--- src/hdl/pmcr_pkg.sv ---
package pmcr_pkg;

  // register byte addresses
  localparam logic [11:0] UVD_CTRL_ADDR = 12'h000;
  localparam logic [11:0] LPM_CTRL_ADDR = 12'h004;

  // first register bit positions
  localparam int UVD_FLAG_BIT = 7;
  localparam int UVD_ACK_BIT = 6;
  localparam int UVD_IRQ_EN_BIT = 5;
  localparam int UVD_RST_EN_BIT = 4;
  localparam int UVD_STOP_EN_BIT = 3;
  localparam int UVD_MASTER_BIT = 2;
  localparam int REF_BUF_BIT = 0;

  // second register bit positions
  localparam int LP_REQ_BIT = 7;
  localparam int LP_STAT_BIT = 6;
  localparam int WAKE_IRQ_BIT = 5;
  localparam int DS_FLAG_BIT = 3;
  localparam int DS_ACK_BIT = 2;
  localparam int DS_PERMIT_BIT = 1;
  localparam int DS_SEL_BIT = 0;

  // apb error answer for unmapped address
  localparam logic PSLVERR_UNMAPPED = 1'b1;

  // analog-side inputs
  typedef struct packed {
    logic undervolt_detect;
    logic regulator_standby;
    logic in_low_power;
    logic in_stop;
    logic irq_active;
    logic deep_stop_wake;
  } pmcr_analog_in_t;

  // control outputs
  typedef struct packed {
    logic undervolt_irq;
    logic undervolt_reset_req;
    logic undervolt_detect_on;
    logic reference_buffer_enable;
    logic regulator_standby_request;
    logic deep_stop_select;
  } pmcr_ctrl_out_t;

endpackage

--- src/hdl/pmcr_once_bit.sv ---
`timescale 1ns/1ps
`default_nettype none
// write-once bit: first write after reset is kept
module pmcr_once_bit (
  // clock and reset
  input wire logic clk_sys_i,
  input wire logic sys_rst_i,
  // write
  input wire logic wr_i,
  input wire logic wdata_i,
  // state
  output logic value_o,
  output logic locked_o
);

  logic value_ff;
  logic locked_ff;

  always_ff @(posedge clk_sys_i or posedge sys_rst_i) begin
    if (sys_rst_i) begin
      value_ff <= 1'b0;
      locked_ff <= 1'b0;
    end else if (wr_i && !locked_ff) begin
      value_ff <= wdata_i;
      locked_ff <= 1'b1;
    end
  end

  assign value_o = value_ff;
  assign locked_o = locked_ff;

endmodule
`default_nettype wire

--- src/hdl/pmcr_regs.sv ---
// Added by the designer: the register addresses and the APB interface to the registers.
`timescale 1ns/1ps
`default_nettype none
module pmcr_regs (
  // clock and reset
  input wire logic clk_sys_i,
  input wire logic sys_rst_i,
  // apb slave
  input wire logic psel_i,
  input wire logic penable_i,
  input wire logic pwrite_i,
  input wire logic [11:0] paddr_i,
  input wire logic [31:0] pwdata_i,
  output logic [31:0] prdata_o,
  output logic pready_o,
  output logic pslverr_o,
  // analog side
  input wire pmcr_pkg::pmcr_analog_in_t ana_i,
  output pmcr_pkg::pmcr_ctrl_out_t ctrl_o
);

  ////////////////////////////////////////////////////////////////////////
  // bus decode

  logic [31:0] prdata_ff;
  logic pslverr_ff;
  logic uv_flag_ff;
  logic uv_irq_en_ff;
  logic uv_stop_en_ff;
  logic ref_buf_ff;
  logic lp_req_ff;
  logic wake_irq_ff;
  logic ds_flag_ff;
  logic ds_sel_ff;
  logic [7:0] nxt_uvd_rd;
  logic [7:0] nxt_lpm_rd;

  wire setup = psel_i && !penable_i;
  wire access = psel_i && penable_i;
  wire hit_uvd = paddr_i == pmcr_pkg::UVD_CTRL_ADDR;
  wire hit_lpm = paddr_i == pmcr_pkg::LPM_CTRL_ADDR;
  wire mapped = hit_uvd || hit_lpm;
  wire wr_uvd = access && pwrite_i && hit_uvd;
  wire wr_lpm = access && pwrite_i && hit_lpm;

  ////////////////////////////////////////////////////////////////////////
  // write-once bits

  logic uv_master;
  logic uv_rst_en;
  logic ds_permit;

  pmcr_once_bit u_master (
    .clk_sys_i(clk_sys_i),
    .sys_rst_i(sys_rst_i),
    .wr_i(wr_uvd),
    .wdata_i(pwdata_i[pmcr_pkg::UVD_MASTER_BIT]),
    .value_o(uv_master),
    .locked_o()
  );

  pmcr_once_bit u_rst_en (
    .clk_sys_i(clk_sys_i),
    .sys_rst_i(sys_rst_i),
    .wr_i(wr_uvd),
    .wdata_i(pwdata_i[pmcr_pkg::UVD_RST_EN_BIT]),
    .value_o(uv_rst_en),
    .locked_o()
  );

  pmcr_once_bit u_permit (
    .clk_sys_i(clk_sys_i),
    .sys_rst_i(sys_rst_i),
    .wr_i(wr_lpm),
    .wdata_i(pwdata_i[pmcr_pkg::DS_PERMIT_BIT]),
    .value_o(ds_permit),
    .locked_o()
  );

  ////////////////////////////////////////////////////////////////////////
  // undervolt detect

  // detection live when enabled and not stopped or stop-enabled
  wire uv_active = uv_master && (!ana_i.in_stop || uv_stop_en_ff);
  wire uv_event = uv_active && ana_i.undervolt_detect;
  wire uv_ack = wr_uvd && pwdata_i[pmcr_pkg::UVD_ACK_BIT];
  // set wins over clear
  wire nxt_uv_flag = uv_event || (uv_flag_ff && !uv_ack);

  always_ff @(posedge clk_sys_i or posedge sys_rst_i) begin
    if (sys_rst_i) begin
      uv_flag_ff <= 1'b0;
      uv_irq_en_ff <= 1'b0;
      uv_stop_en_ff <= 1'b0;
      ref_buf_ff <= 1'b0;
    end else begin
      uv_flag_ff <= nxt_uv_flag;
      if (wr_uvd) begin
        uv_irq_en_ff <= pwdata_i[pmcr_pkg::UVD_IRQ_EN_BIT];
        uv_stop_en_ff <= pwdata_i[pmcr_pkg::UVD_STOP_EN_BIT];
        ref_buf_ff <= pwdata_i[pmcr_pkg::REF_BUF_BIT];
      end
    end
  end

  ////////////////////////////////////////////////////////////////////////
  // low power mode

  wire wr_req = pwdata_i[pmcr_pkg::LP_REQ_BIT];
  wire wr_sel = pwdata_i[pmcr_pkg::DS_SEL_BIT];
  // select needs permit and no standing request
  wire sel_ok = ds_permit && !lp_req_ff;
  wire nxt_ds_sel = wr_lpm ? (wr_sel && sel_ok) : (ds_sel_ff && ds_permit);
  // request refused when select set or set in same write
  wire req_blocked = ds_sel_ff || (wr_sel && sel_ok);
  wire wake_clr = ana_i.in_low_power && ana_i.irq_active && wake_irq_ff;
  wire nxt_lp_req = wake_clr ? 1'b0 : (wr_lpm ? (wr_req && !req_blocked) : lp_req_ff);
  wire ds_ack = wr_lpm && pwdata_i[pmcr_pkg::DS_ACK_BIT];
  wire nxt_ds_flag = ana_i.deep_stop_wake || (ds_flag_ff && !ds_ack);

  // no deep-stop-exit reset term: contents persist
  always_ff @(posedge clk_sys_i or posedge sys_rst_i) begin
    if (sys_rst_i) begin
      lp_req_ff <= 1'b0;
      wake_irq_ff <= 1'b0;
      ds_flag_ff <= 1'b0;
      ds_sel_ff <= 1'b0;
    end else begin
      lp_req_ff <= nxt_lp_req;
      ds_sel_ff <= nxt_ds_sel;
      ds_flag_ff <= nxt_ds_flag;
      if (wr_lpm) begin
        wake_irq_ff <= pwdata_i[pmcr_pkg::WAKE_IRQ_BIT];
      end
    end
  end

  ////////////////////////////////////////////////////////////////////////
  // read back

  always_comb begin
    nxt_uvd_rd = 8'h00; // ack and reserved read zero
    nxt_uvd_rd[pmcr_pkg::UVD_FLAG_BIT] = uv_flag_ff;
    nxt_uvd_rd[pmcr_pkg::UVD_IRQ_EN_BIT] = uv_irq_en_ff;
    nxt_uvd_rd[pmcr_pkg::UVD_RST_EN_BIT] = uv_rst_en;
    nxt_uvd_rd[pmcr_pkg::UVD_STOP_EN_BIT] = uv_stop_en_ff;
    nxt_uvd_rd[pmcr_pkg::UVD_MASTER_BIT] = uv_master;
    nxt_uvd_rd[pmcr_pkg::REF_BUF_BIT] = ref_buf_ff;
    nxt_lpm_rd = 8'h00; // reserved bit four reads zero
    nxt_lpm_rd[pmcr_pkg::LP_REQ_BIT] = lp_req_ff;
    nxt_lpm_rd[pmcr_pkg::LP_STAT_BIT] = ana_i.regulator_standby;
    nxt_lpm_rd[pmcr_pkg::WAKE_IRQ_BIT] = wake_irq_ff;
    nxt_lpm_rd[pmcr_pkg::DS_FLAG_BIT] = ds_flag_ff;
    nxt_lpm_rd[pmcr_pkg::DS_PERMIT_BIT] = ds_permit;
    nxt_lpm_rd[pmcr_pkg::DS_SEL_BIT] = ds_sel_ff;
  end

  // read data and error captured in setup, held through access
  always_ff @(posedge clk_sys_i or posedge sys_rst_i) begin
    if (sys_rst_i) begin
      prdata_ff <= 32'h0000_0000;
      pslverr_ff <= 1'b0;
    end else if (setup) begin
      prdata_ff <= {24'h00_0000, hit_uvd ? nxt_uvd_rd : (hit_lpm ? nxt_lpm_rd : 8'h00)};
      pslverr_ff <= mapped ? 1'b0 : pmcr_pkg::PSLVERR_UNMAPPED;
    end
  end

  assign prdata_o = prdata_ff;
  assign pready_o = 1'b1;
  assign pslverr_o = access && pslverr_ff;

  ////////////////////////////////////////////////////////////////////////
  // control outputs

  assign ctrl_o.undervolt_irq = uv_irq_en_ff && uv_flag_ff;
  assign ctrl_o.undervolt_reset_req = uv_master && uv_rst_en && uv_flag_ff;
  assign ctrl_o.undervolt_detect_on = uv_active;
  assign ctrl_o.reference_buffer_enable = ref_buf_ff;
  assign ctrl_o.regulator_standby_request = lp_req_ff;
  assign ctrl_o.deep_stop_select = ds_sel_ff;

endmodule
`default_nettype wire

--- config.mk ---
export PLATFORM = sky130hd
export DESIGN_NAME = pmcr_regs
export DESIGN_NICKNAME = d
export VERILOG_FILES = /design/src/hdl/pmcr_pkg.sv /design/src/hdl/pmcr_once_bit.sv /design/src/hdl/pmcr_regs.sv
export SDC_FILE = /design/constraint.sdc
export NUM_CORES = 1
export LEC_CHECK = 0
export ABC_AREA = 0
export BUFFER_PORTS_ARGS = -buffer_cell sky130_fd_sc_hd__clkbuf_2
export CORE_UTILIZATION = 40
export DETAILED_ROUTE_END_ITERATION = 16
export PLACE_DENSITY = 0.84
export SYNTH_ARGS = -nofsm -noshare
export SYNTH_HDL_FRONTEND = slang
export SYNTH_SLANG_ARGS = --single-unit
export TNS_END_PERCENT = 20
--- constraint.sdc ---
create_clock -name clk_sys_i -period 1.29 [get_ports clk_sys_i]
set_clock_uncertainty 0.15 [all_clocks]
set_input_delay 0.0645 -clock clk_sys_i [delete_from_list [all_inputs] [get_ports clk_sys_i]]
set_output_delay 0.0645 -clock clk_sys_i [all_outputs]
set_load 0.005 [all_outputs]
==> results of run 1 <==
-- cell type report --
class | instances | area [µm²] | share of cell area (%)
Multi-Input combinational cell | 85 | 582 | 34.3
Sequential cell | 23 | 576 | 33.9
Clock inverter | 1 | 5.00 | 0.295
Tap cell | 44 | 55.1 | 3.24
Inverter | 4 | 15.0 | 0.884
Timing Repair Buffer | 69 | 443 | 26.1
Clock buffer | 3 | 22.5 | 1.33
-- metrics by stage --
| step | setup TNS (ps) | worst slack, ps |
|---|---|---|
| after floorplan | -187 | -96.4 |
| after global placement | -1690 | -175 |
| after detailed placement | -2090 | -218 |
| after CTS | 0 | 23.0 |
| after global routing | -43.6 | -43.6 |
| final | 0 | 42.5 |
-- synth_stat cells (3+ instances only) --
cell type,count
buf_4,29
dfrtp_1,23
inv_1,4
mux2_2,4
mux2i_1,6
nand2_1,6
nand2b_1,5
nor2_1,4
nor2b_1,3
o21ai_0,5
-- sequential cells by signal, summed over array words and instances, names as in the netlist --
signal,count
uv_irq_en_ff,1
wake_irq_ff,1
ds_flag_ff,1
u_rst_en.value_o,1
pslverr_ff,1
u_master.value_o,1
u_rst_en.locked_o,1
u_permit.locked_o,1
u_permit.value_o,1
lp_req_ff,1
uv_stop_en_ff,1
ds_sel_ff,1
uv_flag_ff,1
ref_buf_ff,1
u_master.locked_o,1
prdata_o,8
-- worst min-delay path, stage by stage --
cell      delay, ps
clkbuf_2         80
nand2b_1         50
a21oi_1          40
mux2i_1         150
a31oi_1          60
-- cells by family (layout without fill, tap and decap cells) --
logic type      Yosys count  count (layout)
compound gates           15              15
buf+inv                  35              77
flops                    23              23
mux                      12              12
other cells               2              25
simple gates             33              33
-- metal layers --
metal / GRT usage [%] / part of all wire [%] / vias up
li1: - / - / 486
met1: 20.0 / 44 / 478
met2: 24.8 / 48 / 50
met3: 2.84 / 6.9 / 3
met4: 6.12 / 1.3 / 0
met5: 0 / 0 / -
-- power breakdown --
part | internal [W] | switching (W) | total [W]
registers | 0.000722 | 0.000000701 | 0.000722
clock network | 0.000116 | 0.000212 | 0.000328
logic | 0.0000866 | 0.0000831 | 0.000170
total | 0.000924 | 0.000296 | 0.00122
-- final timing paths --
| kind | startpoint | to | slack [ps] | cells after the start |
|---|---|---|---|---|
| max in group asynchronous | sys_rst_i | prdata_o[1] | 620 | 4 |
| min in group asynchronous | sys_rst_i | wake_irq_ff | 150 | 4 |
| max | uv_stop_en_ff | ctrl_o[3] | 40 | 3 |
| max reg2reg | u_permit.locked_o | u_permit.value_o | 130 | 2 |
| min | pwdata_i[7] | lp_req_ff | 10 | 5 |
| min reg2reg | u_master.locked_o | u_master.value_o | 330 | 1 |
-- what timing repair did --
item / CTS / global route
setup buffers: 0 / 1
resized for setup: 2 / 1
hold buffers: 15 / 0
pin swaps: 0 / 2
setup endpoints to repair: 1 / 2
hold endpoints to repair: 35 / 0
cloned: 0 / 0
==> flow_summary.ini, run 1 <==
[cts]
clkTransAtPathRegs_ps = 120
clockBufferDepth = 2
cts-htree-levels = 1
cts-root-buf = clkbuf_4
clock_sinks = 23
insertion_delay_ps = 310
cts_tree = built
cts_buffers = 3

[sta]
drv_slew = 0
rsz0062_at_grt = true
fin_crit_sh_pct = 96.7
whs_ps = 13.3
setup_viol = 0
min_period_ps = 1250
hold_viol_final = 0
fmax_mhz = 802

[worst_setup_path]
critPathTopFamily = flip-flops
max_stage_delay_ps = 410
timing.critical_path.to_type = output port
crit_path_max_fanout = 3
critPathBufInv = 2
cp.arrival_ps = 1030
required_ps = 1080
crit_chain = inv_2 > a21boi_2 > clkbuf_2
startpoint_type = flop
path_class = reg -> out
critical-path-slowest-cell = dfrtp_1

[finish]
fin_util_pct = 55.2
areaGrowthSynthToFinish_pct = 30.1
fin_cells = 229
layout.cells.most_common = clkbuf_2
drive_above_1_share_pct = 39.5
stdcell_area_um2 = 1700
num-fill-cells = 289
final_cell_mix = clkbuf_2, conb_1, dfrtp_1
nets = 241
antenna-diode-count = 0

[yosys]
synth_top_family_by_area = simple AND/OR/NAND/NOR gates
synthArstFlopShare_pct = 100
synth-compound-area-share_pct = 7.57
yosys.area_share.simple_pct = 19.5
synthAdderAreaFrac_pct = 0
ys_seq_area_share_pct = 44.1
synth_warnings = 0
synth-xor-area-share_pct = 0
syn_avg_cell_area_um2 = 10.9
synth_cells = 120
synthFlopType = dfrtp_1
synth_cell_types = 34
yosys-top-cells-area = dfrtp_1, buf_4, mux2i_1
ys_ff_latch = 23
synth_edf_count = 0
synth_largest_area_cell = dfrtp_1
yosysTopAreaCellShare_pct = 44.1
syn-cell-area_um2 = 1310
synth.mux.area_fraction_pct = 9.78

[floorplanning]
die_w_um = 59.1
fp-row-count = 20
start_util_pct = 42.4
ioPinCount = 95
core_area_um2 = 3080
die-height_um = 59.1
dieArea_um2 = 3500

[detailed_routing]
vias_per_cell = 4.44
wl_per_cell_um = 10.8
drtIter0Drc = 21
dr_total_vias = 1017
drtAntennaViolNets = 0
drc = 0
drt-total-wl_mm = 2.47
dr.pass1.iters = 4

[global_route]
grtUsageTotal_pct = 15.2
grt_pass1_vias = 895
grt-ovfl-total = 0
grt_max_degree = 24
grt_antenna_before_repair = 0
grt_pass1_wl_mm = 3.95

[placed_design]
dp_hpwl_mm = 1.91
gp_routability_congestion = 0.779
io_buffers = 45
place_area_um2 = 1510
dp.cells = 209

[power_and_ir_drop]
p_leak_nw = 0.938
power_w = 0.00122
p_per_area_nw_per_um2 = 719
ir_drop_mv = 0.547

[min_path]
min_path_type = in -> reg

[outcome]
status = completed

[job]
drv_cap = 0
No activity file was read; power rests on OpenSTA's default activity.
==> inputs of run 2 (changes only) <==
--- a/config.mk
+++ b/config.mk
@@ -6,11 +6,13 @@
 export NUM_CORES = 1
 export LEC_CHECK = 0
 export ABC_AREA = 0
-export BUFFER_PORTS_ARGS = -buffer_cell sky130_fd_sc_hd__clkbuf_2
+export BUFFER_PORTS_ARGS = -buffer_cell sky130_fd_sc_hd__buf_2
 export CORE_UTILIZATION = 40
 export DETAILED_ROUTE_END_ITERATION = 16
 export PLACE_DENSITY = 0.84
+export REMOVE_ABC_BUFFERS = 1
 export SYNTH_ARGS = -nofsm -noshare
 export SYNTH_HDL_FRONTEND = slang
+export SYNTH_HIERARCHICAL = 1
 export SYNTH_SLANG_ARGS = --single-unit
 export TNS_END_PERCENT = 20
==> flow_summary.ini, run 2 <==
[outcome]
status = finished, violations left
violations = negative setup slack

[sta]
rsz0062_at_grt = true
drv_slew = 0
setup_slack_ps = -290
hold_viol_final = 0
fin_crit_sh_pct = 122
setup_viol = 21
fmax_mhz = 633
min_period_ps = 1580
fin_setup_tns_ps = -3280

[global_route]
grt_antenna_before_repair = 0
grt_pass1_vias = 942
grt-ovfl-total = 0
grt_max_degree = 18
grt_pass1_wl_mm = 4.19
grtUsageTotal_pct = 15.9

[worst_setup_path]
r2r_cells = 2
crit_path_max_fanout = 4
cp.arrival_ps = 1620
required_ps = 1330
startpoint_type = input port
r2r_slack_ps = 180
path_class = in -> reg
r2r-start = u_rst_en/locked_o
timing.critical_path.to_type = flop
crit_path_start = paddr_i[10]
r2r-end = u_rst_en/value_o

[power_and_ir_drop]
p_per_area_nw_per_um2 = 683
p_leak_nw = 0.972
ir_drop_mv = 0.313
power_w = 0.00123

[detailed_routing]
drtAntennaViolNets = 0
wl_per_cell_um = 12.3
drt-total-wl_mm = 2.88
drtIter0Drc = 20
vias_per_cell = 4.41
drc = 0
dr_total_vias = 1031
dr.pass1.iters = 4

[min_path]
hp-start = paddr_i[2]
min_path_type = in -> reg
hold_end = prdata_o[1]
holdPathStages = 3

[cts]
postCtsSetupBuffers = 0
clockBufferDepth = 2
clkTransAtPathRegs_ps = 130
cts_buffers = 3
cts-root-buf = clkbuf_4
cts_tree = built
clock_sinks = 23
cts-htree-levels = 1
insertion_delay_ps = 300

[floorplanning]
ioPinCount = 95
start_util_pct = 42.6
core_area_um2 = 3100
dieArea_um2 = 3540
die-height_um = 59.5
die_w_um = 59.5
fp-row-count = 20

[finish]
layout.cells.most_common = buf_2
largest_register_ffs = 8
nets = 246
areaGrowthSynthToFinish_pct = 36.1
antenna-diode-count = 0
drive_above_1_share_pct = 43.7
final_cell_mix = buf_2, conb_1, dfrtp_1
num-fill-cells = 259

[yosys]
yosysTopAreaCellShare_pct = 43.5
synth_cells = 120
synthFlopType = dfrtp_1
synth_largest_area_cell = dfrtp_1
syn_avg_cell_area_um2 = 11.0
yosys-top-cells-area = dfrtp_1, buf_4, mux2_4
synthTopCellsByCount = buf_4, dfrtp_1, nand2_1
ys_seq_area_share_pct = 43.5
synth_cell_types = 32
syn-cell-area_um2 = 1320
synth.most_common_cell = buf_4
ys_ff_latch = 23
synth_edf_count = 0
synth_warnings = 6
synthArstFlopShare_pct = 100

[placed_design]
io_buffers = 45
gp_routability_congestion = 0.793
dp_hpwl_mm = 2.10

[job]
drv_cap = 0
==> run 2: changes by cell type in the layout (fill, tap and decap cells not counted), sizes merged, moves of 2 or more <==
cell,before,now
buf,9,58
clkbuf,48,3
nor2,5,1
or2,0,3
or4,0,3
inv,4,6
mux2i,6,4
nand2,6,8
nand2b,5,3
nand4,3,1
o21ai,7,5
==> run 2: cell families after synthesis <==
kind of cell           share of synthesized area, %
multiplexers                                   8.99
AND/OR/NAND/NOR                                19.5
flip-flops                                     43.5
buffers and inverters                          18.8
other                                         0.568
AO/OA/AOI/OAI                                  8.61
==> run 2: per-layer routing <==
layer	vias to the layer above	GRT usage, %	part of all wire [%]
li1	498	-	-
met1	495	20.6	41
met2	36	27.9	55
met3	2	2.62	3.9
met4	0	2.99	0.52
met5	-	0	0
==> run 2: what timing repair did <==
action                                 4_1_cts  5_1_grt
hold buffers                                15        1
resized for setup                            8        6
pin swaps                                   12        5
endpoints found under the hold margin       35        2
setup endpoints to repair                   24       26
==> run 2: critical path, stage by stage <==
cell and delay, ps:
buf_6 90, or4_4 570, nor4_4 370, nor2b_4 220, mux2_4 300
==> run 2: cell type report <==
cell class	count	area [µm²]	share of cell area [%]
well taps	44	55.1	3.06
clock buffers	3	22.5	1.25
multi-input cells	83	614	34.1
clock inverters	1	5.00	0.278
inverters	6	22.5	1.25
flip-flops and latches	23	576	32.0
repair buffers	74	505	28.1
==> run 2: worst max-delay path by stage <==
stage / end / slack, ps / depth (start not counted)
2_1_floorplan: u_master/value_o / -570 / 4
3_3_place_gp: prdata_o[2] / -610 / 6
3_5_place_dp: prdata_o[4] / -640 / 6
4_1_cts: u_rst_en/value_o / -280 / 5
5_1_grt: prdata_o[2] / -280 / 6
6_report: u_rst_en/value_o / -290 / 5
==> run 2: metrics by stage <==
step | instances | worst slack, ps | cell area (µm²) | hold slack, ps | util (%)
global placement | 214 | -615 | 1560 | -201 | 50.3
detailed placement | 214 | -636 | 1560 | -195 | 50.3
floorplan | 112 | -566 | 1180 | -344 | -
global route | 234 | -284 | 1800 | 91.7 | 58.0
CTS | 233 | -280 | 1760 | 5.55 | 56.8
finish | 234 | -290 | 1800 | 104 | 58.0
==> run 2: where the power goes <==
| group | leakage, nW | switching [W] | internal, W |
|---|---|---|---|
| Sequential | 0.306 | 0.00000116 | 0.000722 |
| Clock | 0.0177 | 0.000212 | 0.000115 |
| Combinational | 0.648 | 0.0000830 | 0.0000960 |
| Total | 0.972 | 0.000297 | 0.000933 |
==> inputs of run 3 (changes only) <==
--- a/config.mk
+++ b/config.mk
@@ -9,7 +9,7 @@
 export BUFFER_PORTS_ARGS = -buffer_cell sky130_fd_sc_hd__buf_2
 export CORE_UTILIZATION = 40
 export DETAILED_ROUTE_END_ITERATION = 16
-export PLACE_DENSITY = 0.84
+export PLACE_DENSITY_LB_ADDON = 0.25
 export REMOVE_ABC_BUFFERS = 1
 export SYNTH_ARGS = -nofsm -noshare
 export SYNTH_HDL_FRONTEND = slang
==> flow_summary.ini, run 3 (same netlist as run 2, synthesis figures left out) <==
[floorplanning]
fp-row-count = 20
core_area_um2 = 3100
start_util_pct = 42.6
ioPinCount = 95
dieArea_um2 = 3540
die_w_um = 59.5
die-height_um = 59.5

[finish]
nets = 245
fin_cells = 233
areaGrowthSynthToFinish_pct = 36.6
drive_above_1_share_pct = 44.4
num-fill-cells = 253
layout.cells.most_common = buf_2
antenna-diode-count = 0
fin_util_pct = 58.2
final_cell_mix = buf_2, conb_1, dfrtp_1
largest_register_ffs = 8

[detailed_routing]
vias_per_cell = 4.41
drtAntennaViolNets = 0
dr.pass1.iters = 4
drt-total-wl_mm = 2.72
drc = 0
wl_per_cell_um = 11.7
drtIter0Drc = 16
dr_total_vias = 1027

[sta]
whs_ps = 33.2
min_period_ps = 1550
setup_viol = 21
setup_slack_ps = -262
hold_viol_final = 0
rsz0062_at_grt = true
fin_crit_sh_pct = 120
fin_setup_tns_ps = -2480
drv_slew = 0
fmax_mhz = 644

[placed_design]
gp_routability_congestion = 0.747
pre_cts_slack_ps = -620
dp.cells = 211
io_buffers = 45
dp_hpwl_mm = 2.03

[min_path]
holdPathStages = 4
min_path_type = in -> reg

[worst_setup_path]
required_ps = 1350
crit_path_max_fanout = 4
timing.critical_path.to_type = flop
max_stage_delay_ps = 580
cp.arrival_ps = 1610
r2r_cells = 2
crit_chain = buf_6 > or4_4 > nor4_4 > nor2b_4 > mux2_4
cp.depth = 5
critPathTopFamily = simple AND/OR/NAND/NOR gates
critical-path-slowest-cell = or4_4
critPathBufInv = 1
r2r_slack_ps = 180
startpoint_type = input port
path_class = in -> reg

[cts]
cts-root-buf = clkbuf_4
clockBufferDepth = 2
cts-htree-levels = 1
clock_sinks = 23
cts_buffers = 3
cts_tree = built
insertion_delay_ps = 310
clkTransAtPathRegs_ps = 130

[global_route]
grt_antenna_before_repair = 0
grt-ovfl-total = 0
grt_pass1_vias = 1002
grt_max_degree = 14
grtUsageTotal_pct = 17.3
grt_pass1_wl_mm = 4.51

[outcome]
status = finished, violations left
violations = negative setup slack

[power_and_ir_drop]
ir_drop_mv = 0.552
p_per_area_nw_per_um2 = 687
p_leak_nw = 0.971

[job]
drv_cap = 0
## run 3: changes by cell type in the layout (fill, tap and decap cells not counted), sizes merged
cell / delta
dlygate4sd3: +1
buf: -2
## run 3: where the power goes
group	leakage [nW]	switching, W	total [W]	internal, W
clock	0.0177	0.000222	0.000338	0.000116
combinational	0.647	0.0000809	0.000181	0.0000999
sequential	0.306	0.00000111	0.000723	0.000722
## run 3: path summary, 6_finish.rpt
check	start	end
setup reg to reg	u_rst_en/locked_o	u_rst_en/value_o
hold reg to reg	prdata_o[0]	prdata_o[0]
hold / removal	paddr_i[8]	prdata_o[7]
max in group asynchronous	sys_rst_i	u_rst_en/value_o
min in group asynchronous	sys_rst_i	ds_sel_ff
setup / recovery	paddr_i[6]	u_rst_en/value_o
## run 3: stage by stage
step	instance area (µm²)	power, W
floorplan	1180	0.000786
global placement	1550	0.000866
detailed placement	1550	0.000869
CTS	1780	0.00124
global route	1810	0.00131
finish	1810	0.00124
## run 3: cell type report
cell class | count | area [µm²] | area share, %
clock buffers | 3 | 22.5 | 1.25
well taps | 44 | 55.1 | 3.05
inverters | 6 | 22.5 | 1.25
clock inverters | 1 | 5.00 | 0.277
flip-flops and latches | 23 | 576 | 31.9
repair buffers | 73 | 509 | 28.2
multi-input cells | 83 | 617 | 34.1
## run 3: per-layer routing
layer  GRT usage (%)  vias up  routed length [µm]
met3            3.28        2                 119
met1            21.8      488                1170
met4            4.98        0                  15
met5               0        -                   0
met2            30.0       41                1420
li1                -      496                   -
## run 3: repair_timing
| action | 4_1_cts | 5_1_grt |
|---|---|---|
| pin swaps | 13 | 3 |
| setup endpoints to repair | 18 | 20 |
| buffers inserted | 0 | 1 |
| hold buffers | 17 | 0 |
| endpoints found under the hold margin | 35 | 0 |
| resized for setup | 9 | 6 |
## run 3: worst min-delay path: cells and delay by family
kind / cells / cell delay, ps
AO/OA/AOI/OAI: 1 / 60
buffers and inverters: 1 / 60
AND/OR/NAND/NOR: 2 / 280
